**src/pin_override_regs.svh**
```systemverilog
// Register offsets, field positions and reset values of the pin override block
`ifndef PIN_OVERRIDE_REGS_SVH
`define PIN_OVERRIDE_REGS_SVH
`define CHIP_CONTROL_OFFSET 8'h00
`define PORT_A_DIR_OFFSET 8'h04
`define PORT_A_OUT_OFFSET 8'h08
`define PORT_B_DIR_OFFSET 8'h0C
`define PORT_B_OUT_OFFSET 8'h10
`define DISPLAY_CTRL_OFFSET 8'h14
`define PORT_A_TOGGLE_OFFSET 8'h18
`define PORT_B_TOGGLE_OFFSET 8'h1C
`define PAD_STATUS_OFFSET 8'h20
`define CHIP_CONTROL_RESET 8'h00
`define CHIP_CONTROL_WMASK 8'h93
`define GLOBAL_PULLUP_OFF_BIT 4
`define DISPLAY_ENABLE_BIT 0
`define DISPLAY_DUTY_LSB 1
`define DISPLAY_CTRL_RESET 8'h00
`define PORT_RESET 8'h00
`endif

```
**src/pin_override_pkg.sv**
```systemverilog
// Types shared by the pin override block
`default_nettype none
package pin_override_pkg;
  typedef logic [7:0] port_t;
  typedef logic [1:0] axi_resp_t;
endpackage
`default_nettype wire

```
**src/port_pin_override_logic.sv**
```systemverilog
// Pin override muxes for ports A and B with AXI4-Lite register access
// Behaviour
// RQ1: Pull-up follows override value, else on when direction,output,global-off equal 010.
// RQ2: Driver enable follows direction override value when enabled, else direction bit.
// RQ3: Driven value is value override when enabled, else output bit.
// RQ4: Toggle override enable inverts the pin output bit.
// RQ5: Input enable follows override value when enabled, else sleep clamping state.
// RQ6: Alternate input taken before synchroniser; receiver synchronises unless used as clock.
// RQ7: Analog link ties directly to the pad, no logic, both directions.
// RQ8: Strobes shared per port; clock, sleep, global pull-up off shared; overrides per pin.
// RQ9: Each peripheral generates its own override enables and values.
// RQ10: Chip control bit 4 disables all pull-ups; register resets to zero; enabled port B pull-up overrides still set the pull-up.
// RQ11: Display enable overrides pull-up, direction, input enable of port A upper pins to 0.
// RQ12: Port A pins 3..1 overridden when duty select exceeds 2,1,0; pin 0 always.
// RQ13: Port A pins 7..4 carry segment lines 3..0, pins 3..0 backplane lines 3..0.
// RQ14: Port B carries timer compares, SPI signals, pin change sources 15..8.
// RQ15: Override selection is combinational per pin with no added latency; the pad outputs are then registered, one cycle later.
`include "pin_override_regs.svh"
`default_nettype none
module port_pin_override_logic (
  input wire logic i_mclk, // I/O clock, shared by all ports
  input wire logic i_nrst, // Async reset, active low
  input wire logic i_sleep, // Sleep clamp request, shared
  // AXI4-Lite slave
  input wire logic [7:0] i_awaddr, // Write address
  input wire logic i_awvalid, // Write address valid
  output logic o_awready, // Write address ready
  input wire logic [31:0] i_wdata, // Write data
  input wire logic [3:0] i_wstrb, // Write strobes
  input wire logic i_wvalid, // Write data valid
  output logic o_wready, // Write data ready
  output logic [1:0] o_bresp, // Write response
  output logic o_bvalid, // Write response valid
  input wire logic i_bready, // Write response ready
  input wire logic [7:0] i_araddr, // Read address
  input wire logic i_arvalid, // Read address valid
  output logic o_arready, // Read address ready
  output logic [31:0] o_rdata, // Read data
  output logic [1:0] o_rresp, // Read response
  output logic o_rvalid, // Read data valid
  input wire logic i_rready, // Read data ready
  // Port B peripheral overrides, one bit per pin
  input wire logic [7:0] i_pb_pullup_override_en, // Pull-up override enable
  input wire logic [7:0] i_pb_pullup_override_val, // Pull-up override value
  input wire logic [7:0] i_pb_direction_override_en, // Direction override enable
  input wire logic [7:0] i_pb_direction_override_val, // Direction override value
  input wire logic [7:0] i_pb_value_override_en, // Value override enable
  input wire logic [7:0] i_pb_value_override_val, // Value override value
  input wire logic [7:0] i_pb_toggle_override_en, // Toggle override enable
  input wire logic [7:0] i_pb_input_enable_override_en, // Input enable override enable
  input wire logic [7:0] i_pb_input_enable_override_val, // Input enable override value
  // Pads
  input wire logic [7:0] i_pa_pad, // Port A pad level (after Schmitt)
  input wire logic [7:0] i_pb_pad, // Port B pad level (after Schmitt)
  output logic [7:0] o_pa_pad, // Port A driven value
  output logic [7:0] o_pa_pad_oe_n, // Port A driver enable, low drives
  output logic [7:0] o_pa_pullup, // Port A pull-up enable
  output logic [7:0] o_pa_input_en, // Port A digital input enable
  output logic [7:0] o_pb_pad, // Port B driven value
  output logic [7:0] o_pb_pad_oe_n, // Port B driver enable, low drives
  output logic [7:0] o_pb_pullup, // Port B pull-up enable
  output logic [7:0] o_pb_input_en, // Port B digital input enable
  output logic [7:0] o_pb_alt_func_input, // Port B alternate inputs to peripherals
  output logic o_display_drive_enable, // Display drive enable
  output logic [1:0] o_display_duty_select // Display duty select
);

  // Pull-up: override, else {dir,out,off}==010
  function automatic logic pullup_sel(input logic oe, input logic ov, input logic dir, input logic out,
                                      input logic off);
    pullup_sel = oe ? ov : (!dir && out && !off);
  endfunction

  // Write a byte from lane 0 if strobed
  function automatic pin_override_pkg::port_t lane0(input pin_override_pkg::port_t old, input logic [31:0] d,
                                                     input logic [3:0] s);
    lane0 = s[0] ? d[7:0] : old;
  endfunction

  pin_override_pkg::port_t chip_control_reg, chip_control_next;
  pin_override_pkg::port_t pa_dir_reg, pa_dir_next;
  pin_override_pkg::port_t pa_out_reg, pa_out_next;
  pin_override_pkg::port_t pb_dir_reg, pb_dir_next;
  pin_override_pkg::port_t pb_out_reg, pb_out_next;
  pin_override_pkg::port_t display_ctrl_reg, display_ctrl_next;
  logic aw_have_reg;
  logic w_have_reg;
  logic [7:0] awaddr_reg;
  logic [31:0] wdata_reg;
  logic [3:0] wstrb_reg;
  logic bvalid_reg;
  logic rvalid_reg;
  logic [31:0] rdata_reg;
  logic [1:0] bresp_reg;
  logic [1:0] rresp_reg;

  // Shared controls (RQ8: sleep, pull-up off common to all pins)
  wire logic global_pullup_off = chip_control_reg[`GLOBAL_PULLUP_OFF_BIT];
  wire logic display_drive_enable = display_ctrl_reg[`DISPLAY_ENABLE_BIT];
  wire logic [1:0] display_duty_select = display_ctrl_reg[`DISPLAY_DUTY_LSB +: 2];

  // RQ12: backplane pins by duty select
  wire logic [3:0] pa_low_ovr = {display_drive_enable && (display_duty_select > 2'h2),
                                 display_drive_enable && (display_duty_select > 2'h1),
                                 display_drive_enable && (display_duty_select > 2'h0),
                                 display_drive_enable};
  // RQ11: segment pins all follow display enable
  // RQ13: segments high, backplanes low
  wire pin_override_pkg::port_t pa_ovr_en = {{4{display_drive_enable}}, pa_low_ovr};

  // Write channel handshake; a beat moves only while its ready is high
  wire logic aw_take = i_awvalid && o_awready;
  wire logic w_take = i_wvalid && o_wready;
  wire logic aw_now = aw_have_reg || aw_take;
  wire logic w_now = w_have_reg || w_take;
  wire logic wr_fire = aw_now && w_now && !bvalid_reg;
  // Slot and response state after this edge
  wire logic aw_have_next = aw_now && !wr_fire;
  wire logic w_have_next = w_now && !wr_fire;
  wire logic bvalid_next = wr_fire || (bvalid_reg && !i_bready);
  wire logic [7:0] wr_addr = aw_have_reg ? awaddr_reg : i_awaddr;
  wire logic [31:0] wr_data = w_have_reg ? wdata_reg : i_wdata;
  wire logic [3:0] wr_strb = w_have_reg ? wstrb_reg : i_wstrb;
  wire logic wr_hit = (wr_addr == `CHIP_CONTROL_OFFSET) || (wr_addr == `PORT_A_DIR_OFFSET) ||
                      (wr_addr == `PORT_A_OUT_OFFSET) || (wr_addr == `PORT_B_DIR_OFFSET) ||
                      (wr_addr == `PORT_B_OUT_OFFSET) || (wr_addr == `DISPLAY_CTRL_OFFSET) ||
                      (wr_addr == `PORT_A_TOGGLE_OFFSET) || (wr_addr == `PORT_B_TOGGLE_OFFSET);
  // Toggle writes act for one cycle, nothing is stored
  wire pin_override_pkg::port_t wr_byte = wr_strb[0] ? wr_data[7:0] : 8'h00;
  wire pin_override_pkg::port_t pa_sw_toggle = (wr_fire && wr_addr == `PORT_A_TOGGLE_OFFSET) ? wr_byte : 8'h00;
  wire pin_override_pkg::port_t pb_sw_toggle = (wr_fire && wr_addr == `PORT_B_TOGGLE_OFFSET) ? wr_byte : 8'h00;

  // Register next values
  always_comb begin
    chip_control_next = chip_control_reg;
    pa_dir_next = pa_dir_reg;
    pb_dir_next = pb_dir_reg;
    display_ctrl_next = display_ctrl_reg;
    pa_out_next = pa_out_reg ^ pa_sw_toggle;
    // RQ4: toggle override inverts output bit
    pb_out_next = pb_out_reg ^ pb_sw_toggle ^ i_pb_toggle_override_en;
    // Mapped writes land on the fire edge
    if (wr_fire) begin
      unique case (wr_addr)
        // RQ10: writable bits incl. pull-up off
        `CHIP_CONTROL_OFFSET: chip_control_next = lane0(chip_control_reg, wr_data & {24'h0, `CHIP_CONTROL_WMASK},
                                                        wr_strb);
        `PORT_A_DIR_OFFSET: pa_dir_next = lane0(pa_dir_reg, wr_data, wr_strb);
        `PORT_A_OUT_OFFSET: pa_out_next = lane0(pa_out_reg, wr_data, wr_strb);
        `PORT_B_DIR_OFFSET: pb_dir_next = lane0(pb_dir_reg, wr_data, wr_strb);
        `PORT_B_OUT_OFFSET: pb_out_next = lane0(pb_out_reg, wr_data, wr_strb) ^ i_pb_toggle_override_en;
        `DISPLAY_CTRL_OFFSET: display_ctrl_next = lane0(display_ctrl_reg, wr_data & 32'h0000_0007, wr_strb);
        default: ;
      endcase
    end
  end

  // Read decode
  wire logic rd_take = i_arvalid && o_arready;
  wire logic rvalid_next = rd_take || (rvalid_reg && !i_rready);
  wire logic [31:0] rd_word = (i_araddr == `CHIP_CONTROL_OFFSET) ? {24'h0, chip_control_reg} :
                              (i_araddr == `PORT_A_DIR_OFFSET) ? {24'h0, pa_dir_reg} :
                              (i_araddr == `PORT_A_OUT_OFFSET) ? {24'h0, pa_out_reg} :
                              (i_araddr == `PORT_B_DIR_OFFSET) ? {24'h0, pb_dir_reg} :
                              (i_araddr == `PORT_B_OUT_OFFSET) ? {24'h0, pb_out_reg} :
                              (i_araddr == `DISPLAY_CTRL_OFFSET) ? {24'h0, display_ctrl_reg} :
                              (i_araddr == `PAD_STATUS_OFFSET) ? {16'h0, i_pb_pad, i_pa_pad} : 32'h0000_0000;
  // Unmapped reads answer with a slave error
  wire logic rd_hit = (i_araddr == `CHIP_CONTROL_OFFSET) || (i_araddr == `PORT_A_DIR_OFFSET) ||
                      (i_araddr == `PORT_A_OUT_OFFSET) || (i_araddr == `PORT_B_DIR_OFFSET) ||
                      (i_araddr == `PORT_B_OUT_OFFSET) || (i_araddr == `DISPLAY_CTRL_OFFSET) ||
                      (i_araddr == `PORT_A_TOGGLE_OFFSET) || (i_araddr == `PORT_B_TOGGLE_OFFSET) ||
                      (i_araddr == `PAD_STATUS_OFFSET);

  // RQ7: analog link bypasses logic
  // Port A pad controls (RQ15 combinational muxes)
  // RQ11: overrides force pull-up, direction, input enable to 0
  wire pin_override_pkg::port_t pa_pullup_c, pa_drive_c, pa_value_c, pa_input_c;
  // RQ2: driver enable mux
  assign pa_drive_c = ~pa_ovr_en & pa_dir_reg;
  // RQ3: port A has no value override
  assign pa_value_c = pa_out_reg;
  // RQ5: input enable override, else sleep clamp
  assign pa_input_c = ~pa_ovr_en & {8{!i_sleep}};

  // Port B pad controls
  // RQ14: port B alternate pins
  wire pin_override_pkg::port_t pb_pullup_c, pb_drive_c, pb_value_c, pb_input_c;
  // RQ2: direction override mux
  assign pb_drive_c = (i_pb_direction_override_en & i_pb_direction_override_val) |
                      (~i_pb_direction_override_en & pb_dir_reg);
  // RQ3: value override mux
  assign pb_value_c = (i_pb_value_override_en & i_pb_value_override_val) | (~i_pb_value_override_en & pb_out_reg);
  // RQ5: input enable override mux
  assign pb_input_c = (i_pb_input_enable_override_en & i_pb_input_enable_override_val) |
                      (~i_pb_input_enable_override_en & {8{!i_sleep}});

  // RQ1: pull-up per pin
  generate
    for (genvar n = 0; n < 8; n++) begin : g_pull
      assign pa_pullup_c[n] = pullup_sel(pa_ovr_en[n], 1'b0, pa_dir_reg[n], pa_out_reg[n], global_pullup_off);
      assign pb_pullup_c[n] = pullup_sel(i_pb_pullup_override_en[n], i_pb_pullup_override_val[n], pb_dir_reg[n],
                                         pb_out_reg[n], global_pullup_off);
    end
  endgenerate

  // Software-visible registers
  // Toggle override acts through pb_out_next
  always_ff @(posedge i_mclk or negedge i_nrst) begin
    if (!i_nrst) begin
      chip_control_reg <= `CHIP_CONTROL_RESET;
      pa_dir_reg <= `PORT_RESET;
      pa_out_reg <= `PORT_RESET;
      pb_dir_reg <= `PORT_RESET;
      pb_out_reg <= `PORT_RESET;
      display_ctrl_reg <= `DISPLAY_CTRL_RESET;
    end else begin
      chip_control_reg <= chip_control_next;
      pa_dir_reg <= pa_dir_next;
      pa_out_reg <= pa_out_next;
      pb_dir_reg <= pb_dir_next;
      pb_out_reg <= pb_out_next;
      display_ctrl_reg <= display_ctrl_next;
    end
  end

  // Write address and data slots
  // Each slot holds one beat until its partner arrives
  always_ff @(posedge i_mclk or negedge i_nrst) begin
    if (!i_nrst) begin
      aw_have_reg <= 1'b0;
      w_have_reg <= 1'b0;
      awaddr_reg <= 8'h00;
      wdata_reg <= 32'h0000_0000;
      wstrb_reg <= 4'h0;
    end else begin
      aw_have_reg <= aw_have_next;
      w_have_reg <= w_have_next;
      if (aw_take) begin
        awaddr_reg <= i_awaddr;
      end
      if (w_take) begin
        wdata_reg <= i_wdata;
        wstrb_reg <= i_wstrb;
      end
    end
  end

  // Write response, held until taken
  always_ff @(posedge i_mclk or negedge i_nrst) begin
    if (!i_nrst) begin
      bvalid_reg <= 1'b0;
      bresp_reg <= 2'h0;
    end else begin
      bvalid_reg <= bvalid_next;
      // Unmapped offsets answer with a slave error
      if (wr_fire) begin
        bresp_reg <= wr_hit ? 2'h0 : 2'h2;
      end
    end
  end

  // Read response, held until taken
  always_ff @(posedge i_mclk or negedge i_nrst) begin
    if (!i_nrst) begin
      rvalid_reg <= 1'b0;
      rdata_reg <= 32'h0000_0000;
      rresp_reg <= 2'h0;
    end else begin
      rvalid_reg <= rvalid_next;
      if (rd_take) begin
        rdata_reg <= rd_word;
        rresp_reg <= rd_hit ? 2'h0 : 2'h2;
      end
    end
  end

  // Ready flops look one edge ahead
  // A beat seen with ready high is always taken
  always_ff @(posedge i_mclk or negedge i_nrst) begin
    if (!i_nrst) begin
      o_awready <= 1'b0;
      o_wready <= 1'b0;
      o_arready <= 1'b0;
    end else begin
      o_awready <= !aw_have_next && !bvalid_next;
      o_wready <= !w_have_next && !bvalid_next;
      o_arready <= !rvalid_next;
    end
  end

  // Port A pad control flops
  always_ff @(posedge i_mclk or negedge i_nrst) begin
    if (!i_nrst) begin
      o_pa_pad <= 8'h00;
      o_pa_pad_oe_n <= 8'hFF;
      o_pa_pullup <= 8'h00;
      o_pa_input_en <= 8'h00;
    end else begin
      o_pa_pad <= pa_value_c;
      o_pa_pad_oe_n <= ~pa_drive_c;
      o_pa_pullup <= pa_pullup_c;
      o_pa_input_en <= pa_input_c;
    end
  end

  // Port B pad control flops and alternate inputs
  always_ff @(posedge i_mclk or negedge i_nrst) begin
    if (!i_nrst) begin
      o_pb_pad <= 8'h00;
      o_pb_pad_oe_n <= 8'hFF;
      o_pb_pullup <= 8'h00;
      o_pb_input_en <= 8'h00;
      o_pb_alt_func_input <= 8'h00;
    end else begin
      o_pb_pad <= pb_value_c;
      o_pb_pad_oe_n <= ~pb_drive_c;
      o_pb_pullup <= pb_pullup_c;
      o_pb_input_en <= pb_input_c;
      // RQ6: alternate input without pin synchroniser
      o_pb_alt_func_input <= i_pb_pad & pb_input_c;
    end
  end

  // Display control copies
  always_ff @(posedge i_mclk or negedge i_nrst) begin
    if (!i_nrst) begin
      o_display_drive_enable <= 1'b0;
      o_display_duty_select <= 2'h0;
    end else begin
      o_display_drive_enable <= display_drive_enable;
      o_display_duty_select <= display_duty_select;
    end
  end

  // AXI outputs
  assign o_bvalid = bvalid_reg;
  assign o_bresp = bresp_reg;
  assign o_rvalid = rvalid_reg;
  assign o_rdata = rdata_reg;
  assign o_rresp = rresp_reg;

endmodule // port_pin_override_logic
`default_nettype wire

```
**config.mk**
```make
export PLATFORM = sky130hd
export DESIGN_NAME = port_pin_override_logic
export DESIGN_NICKNAME = d
export VERILOG_FILES = /design/src/pin_override_pkg.sv /design/src/port_pin_override_logic.sv
export VERILOG_INCLUDE_DIRS = /design/src /design/src/src
export SDC_FILE = /design/constraint.sdc
export NUM_CORES = 1
export LEC_CHECK = 0
export ABC_AREA = 1
export BUFFER_PORTS_ARGS = -buffer_cell sky130_fd_sc_hd__buf_2
export CAP_MARGIN = 40
export CORE_MARGIN = 2
export CORE_UTILIZATION = 33
export CTS_BUF_LIST = sky130_fd_sc_hd__clkbuf_16
export DETAILED_ROUTE_END_ITERATION = 8
export GPL_ROUTABILITY_DRIVEN = 0
export GPL_TIMING_DRIVEN = 0
export PLACE_DENSITY_LB_ADDON = 0.1
export SKIP_LAST_GASP = 1
export SYNTH_ARGS = -nofsm -noshare
export SYNTH_HDL_FRONTEND = slang
export SYNTH_SLANG_ARGS = --single-unit
```
**constraint.sdc**
```tcl
create_clock -name i_mclk -period 1.8 [get_ports i_mclk]
set_input_delay 0.18 -clock i_mclk [delete_from_list [all_inputs] [get_ports i_mclk]]
set_output_delay 0.18 -clock i_mclk [all_outputs]
set_load 0.01 [all_outputs]
```
After elaboration in Yosys (flattened, before gate mapping)
Cells that the tools add are included.
{ "totals": {"mem_bits_rw": 0, "ff_bits": 174, "latch_bits": 0, "out_inout_bits": 116, "mem_count": 0, "romBits": 0, "elab_cells": 207} }
{ "op_classes": {"n_reduce_logical": 99, "n_div": 0, "n_shift": 0, "n_eq_ne": 16, "add_sub_neg": 0, "mux": 37, "bitwise_logic": 22, "multipliers": 0, "n_lt_le_gt_ge": 3} }
{ "op_table": {"columns": ["operator", "count"], "rows": [
  ["16-bit two-way mux", 7],
  ["8-bit two-way mux", 11],
  ["8-bit bitwise AND", 9],
  ["8-bit by 5-bit equality test with 1-bit output (second input constant)", 8],
  ["1-bit logical AND", 48],
  ["8-bit inverter", 6],
  ["8-bit by 4-bit equality test with 1-bit output (second input constant)", 4],
  ["8-bit XOR", 4],
  ["1-bit zero test", 26],
  ["8-bit bitwise OR", 3],
  ["1-bit logical OR", 19],
  ["1-bit two-way mux", 17],
  ["8-bit by 3-bit equality test with 1-bit output (second input constant)", 2],
  ["8-bit zero test", 2],
  ["3-bit AND reduction", 4],
  ["8-bit by 6-bit equality test with 1-bit output (second input constant)", 1],
  ["2-bit by 1-bit greater-than comparator with 1-bit output (second input constant)", 2],
  ["2-bit two-way mux", 2],
  ["3-bit != test (second input constant)", 1],
  ["2-bit greater-than comparator (second input constant)", 1]
]} }

Depth between registers and ports, before layout
{ "logic_depth": {"depth_word": 10, "depth_mapped": 13, "ltp_nobuf": 11} }

Least setup slack after synthesis
No wires, ideal clock.
{ "synth_timing": {"path_kind": "reg-to-reg", "start": "register o_wready", "end": "register pa_out_reg[6]", "path_buffers": 1, "setup_ns": 0.121, "path_slack_ns": 0.256, "path_stages_with_launch": 11, "t_arrival_ns": 1.423, "cell_sequence": "dfrtp_1 -> nand2_1 -> nand2_2 -> nand3_4 -> inv_2 -> nand2_2 -> nor2_8 -> buf_6 -> nand2_2 -> nand3_1 -> o21ai_1"} }
{ "synth_via": {"elab_chain_len": 9, "elab_cells_between_ends": 10, "cone_classes": "1 x eq/ne; 3 x mux; 1 x bitwise; 5 x reduce/logical"} }
{ "synth_rtl": {"columns": ["element", "line_no", "rtl"], "rows": [
  ["start, declared", "port_pin_override_logic.sv:31", "output logic o_wready,"],
  ["start signal, assigned", "port_pin_override_logic.sv:287", "o_wready <= !w_have_next && !bvalid_next;"],
  ["1-bit logical AND (*)", "port_pin_override_logic.sv:113", "wire logic w_take = i_wvalid && o_wready;"],
  ["1-bit logical OR (*)", "port_pin_override_logic.sv:115", "wire logic w_now = w_have_reg || w_take;"],
  ["1-bit logical AND (*) (2 in series)", "port_pin_override_logic.sv:116", "wire logic wr_fire = aw_now && w_now && !bvalid_reg;"],
  ["1-bit logical AND (no source line)", null, null],
  ["8-bit two-way mux", "port_pin_override_logic.sv:130", "wire pin_override_pkg::port_t pa_sw_toggle = (wr_fire && wr_addr == `PORT_A_TOGGLE_OFFSET) ? wr_byte : 8'h00;"],
  ["8-bit XOR", "port_pin_override_logic.sv:139", "pa_out_next = pa_out_reg ^ pa_sw_toggle;"],
  ["8-bit two-way mux", "port_pin_override_logic.sv:144", "unique case (wr_addr)"],
  ["8-bit two-way mux", "port_pin_override_logic.sv:143", "if (wr_fire) begin"],
  ["end signal, assigned", "port_pin_override_logic.sv:213", "pa_out_reg <= `PORT_RESET;"],
  ["end signal, assigned", "port_pin_override_logic.sv:220", "pa_out_reg <= pa_out_next;"],
  ["end, declared", "port_pin_override_logic.sv:82", "pin_override_pkg::port_t pa_out_reg, pa_out_next;"]
]} }
Every way passes the cells marked *; elsewhere a longest branch is shown, timed or not.
A chain may end at the register's enable or synchronous reset.

Final worst setup path
{ "layout_timing": {"start": "input port i_pb_value_override_val[1]", "end": "register o_pb_pad[1]"} }
{ "layout_via": {"elab_chain_len": 2} }
{ "layout_rtl": {"columns": ["element", "line_no", "rtl"], "rows": [
  ["start, declared", "port_pin_override_logic.sv:48", "input wire logic [7:0] i_pb_value_override_val,"],
  ["8-bit bitwise AND", "port_pin_override_logic.sv:193", "assign pb_value_c = (i_pb_value_override_en & i_pb_value_override_val) | (~i_pb_value_override_en & pb_out_reg ..."],
  ["8-bit bitwise OR", "port_pin_override_logic.sv:193", null],
  ["via pb_value_c[1]", "port_pin_override_logic.sv:188", "wire pin_override_pkg::port_t pb_pullup_c, pb_drive_c, pb_value_c, pb_input_c;"],
  ["end signal, assigned", "port_pin_override_logic.sv:316", "o_pb_pad <= pb_value_c;"],
  ["end, declared", "port_pin_override_logic.sv:59", "output logic [7:0] o_pb_pad,"]
]} }
The timed path passes the listed nets, and every way through them passes these cells.

==> impl_metrics.env <==
export IMPL_hold_path_depth=3
export IMPL_cts_root_buf="clkbuf_16"
export IMPL_drtIter0Drc=266
export IMPL_fin_cells=1416
export IMPL_power_density_nw_per_um2=1170
export IMPL_dp_hpwl_um=15100
export IMPL_vdd_drop_max_mv=0.709
export IMPL_async_flop_share_pct=100
export IMPL_crit_path_end_kind="flip-flop"
export IMPL_crit_start="i_pb_value_override_val[1]"
export IMPL_fin_util_pct=47.7
export IMPL_die_area_um2=22400
export IMPL_syn_area_per_cell_um2=8.81
export IMPL_rsz0062_at_grt="yes"
export IMPL_synth_top_area_share_pct=48.7
export IMPL_yosysSeqAreaShare_pct=54.7
export IMPL_p_seq_share_pct=37.7
export IMPL_post_drt_via_cell_ratio=4.42
export IMPL_ys_flop_type="dfrtp_1"
export IMPL_setup_viol=0
export IMPL_dieWidth_um=150
export IMPL_worst_path_max_fanout=1
export IMPL_post_drt_wl_per_cell_um=14.5
export IMPL_ys_ff_latch=152
export IMPL_drt_pass1_iter_count=4
export IMPL_routed_via_count=6265
export IMPL_yosys_top_cells_count="nand2_1, dfrtp_1, inv_1, o21ai_0, nand3_1"
export IMPL_switching_power_w=0.00438
export IMPL_cts_sinks=152
export IMPL_drive_gt1_share_pct=31.3
export IMPL_placedCellCount=1305
export IMPL_grt_use_total_pct=18.4
export IMPL_status="finished clean"
export IMPL_core_um2=20900
export IMPL_swShare_pct=37.4
export IMPL_maxSlewViolCount=0
export IMPL_crit_type="input port to flip-flop"
export IMPL_wirelength_um=20500
export IMPL_synth_cells=794
export IMPL_syn_area_um2=6990
export IMPL_worstReg2RegStart="w_have_reg$_DFF_PN0_"
export IMPL_drc=0
export IMPL_area_delta_synth_final_pct=42.6
export IMPL_period_minus_slack_ns=1.74
export IMPL_worst_pin_slew_ns=0.659
export IMPL_postLayoutCellArea_um2=9970
export IMPL_finClkSkew_ns=0.00694
export IMPL_antenna_found_initial=1
export IMPL_yosysMostFrequentCell="nand2_1"
export IMPL_io_buffers=218
export IMPL_n_fill_cell=2085
export IMPL_cp_arrival_ns=2.05
export IMPL_max_freq_mhz=575
export IMPL_intPower_w=0.00732
export IMPL_hold_class="input port to flip-flop"
export IMPL_largest_reg_flops=16
export IMPL_top_level_ports=264
export IMPL_start_util_pct=33.5
export IMPL_cts_buffers=17
export IMPL_synth_edf_count=0
export IMPL_maxSlewHeadroom_pct=55.9
export IMPL_power_clock_fraction_pct=31.1
export IMPL_row_count=53
export IMPL_die_y_um=150
export IMPL_grt_ovfl_total=0
export IMPL_grt_start_max_net_pins=114
export IMPL_max_cap_violations=0
export IMPL_yosysUniqueCellTypes=35
export IMPL_yosysWarnings=0
export IMPL_startpoint_type="input port"
export IMPL_nNetsFinal=1275
export IMPL_grt_pass1_vias=6080
export IMPL_hp_start="i_awaddr[1]"
export IMPL_synth_area_leaders="dfrtp_1, nand2_1, inv_1"
export IMPL_required_ns=2.11
export IMPL_cts_htree_levels=4
export IMPL_placed_cell_area_um2=8530
export IMPL_hold_viol_final=0
export IMPL_path_clk_slew_ns=0.07
export IMPL_clock_path_buffers=2
export IMPL_grt_pass1_wl_um=31500
export IMPL_period_share_pct=96.6
export IMPL_ant_nets=0
export IMPL_p_leak_nw=5.22
export IMPL_ff2ff_path_depth=10
export IMPL_synth_top_area_cell="dfrtp_1"
export IMPL_power_frac_comb_pct=31.2
export IMPL_cts_tree="yes"
export IMPL_insertion_delay_ns=0.43
-- path summary, 6_finish.rpt --
path / endpoint / slack [ns]
setup / recovery: o_pb_pad[1]$_DFF_PN0_ / 0.06
hold / removal: awaddr_reg[1]$_DFFE_PN0P_ / 0.01
setup reg to reg: pb_out_reg[6]$_DFF_PN0_ / 0.08
hold reg to reg: o_display_drive_enable$_DFF_PN0_ / 0.39
max in group asynchronous: pb_out_reg[4]$_DFF_PN0_ / 0.75
min in group asynchronous: o_pb_alt_func_input[3]$_DFF_PN0_ / 0.21
-- power groups by stage --
stage,logic (W),clock network (W),registers (W)
after global placement,0.00326,0,0.00447
final,0.00365,0.00364,0.00441
after global routing,0.00410,0.00389,0.00450
after detailed placement,0.00329,0,0.00448
after floorplan,0.00195,0,0.00454
after CTS,0.00352,0.00374,0.00442
-- metrics by stage --
step | setup WS, ns | total power, W | setup TNS (ns) | hold slack, ns
final | 0.0611 | 0.0117 | 0 | 0.0142
after global routing | -0.0800 | 0.0125 | -0.470 | 0.0193
after CTS | 0.00675 | 0.0117 | 0 | 0.00485
after detailed placement | -0.0723 | 0.00777 | -0.0723 | 0.0768
after global placement | -1.84 | 0.00772 | -261.84 | 0.318
after floorplan | 0.256 | 0.00649 | 0 | -0.116
-- cells by family (layout without fill, tap and decap cells) --
family | count (synthesis) | in the layout | share of synthesized area [%]
AOI/OAI and AO/OA | 142 | 142 | 11.6
xor gates and xnor gates | 16 | 16 | 2.00
buffers and inverters | 160 | 489 | 10.4
DFF | 152 | 152 | 54.7
muxes | 4 | 4 | 0.573
other | 1 | 19 | 0.0536
and+or+nand+nor | 319 | 319 | 20.7
-- final cells by class --
class	count	area (µm²)	area share [%]
Antenna cell	1	2.50	0.0251
Timing Repair Buffer	298	1890	19.0
Buffer	38	273	2.74
Clock inverter	15	189	1.90
Multi-Input combinational cell	499	2560	25.7
Clock buffer	17	425	4.27
Sequential cell	152	3820	38.4
Tap cell	275	344	3.45
Inverter	121	459	4.61
-- layout by cell type (no fill, tap or decap), types with 6 or more instances in the layout --
cell type | synthesis | final
inv_1 | 116 | 116
buf_4 | 23 | 34
dfrtp_1 | 136 | 136
nor4_1 | 8 | 8
nor2_1 | 46 | 45
nand2_1 | 179 | 177
a21oi_1 | 20 | 20
o21ai_2 | 10 | 9
dfstp_2 | 16 | 16
nand2_2 | 11 | 9
buf_6 | 5 | 6
conb_1 | 1 | 18
o21ai_0 | 79 | 75
xor2_1 | 16 | 16
nand4_1 | 12 | 12
o21ai_1 | 17 | 20
clkbuf_1 | 7 | 7
nand3_1 | 47 | 46
buf_2 | 4 | 220
o41ai_1 | 8 | 8
clkbuf_16 | 0 | 17
dlygate4sd3_1 | 0 | 67
-- per-layer routing --
metal	share of wire [%]	routed length, µm	GRT usage (%)
met3	5.8	1190	4.57
met4	1.4	291	4.57
met1	45	9140	24.4
met2	48	9850	30.3
met5	0	0	0
-- worst max-delay path, cell delays in order --
cell           delay (ns)
dlygate4sd3_1        0.53
buf_2                0.12
nand2_1              0.04
dlygate4sd3_1        0.53
o21ai_0              0.08
dlygate4sd3_1        0.56
-- repair_timing --
| action | in CTS | in global routing |
|---|---|---|
| hold buffers | 67 | 0 |
| setup endpoints to repair | 2 | 30 |
| gates resized for setup | 2 | 18 |
| gates cloned | 0 | 1 |
| pin swaps | 0 | 5 |
| hold endpoints to repair | 81 | 0 |
| buffers inserted | 0 | 11 |
No activity file was read; power rests on OpenSTA's default activity.
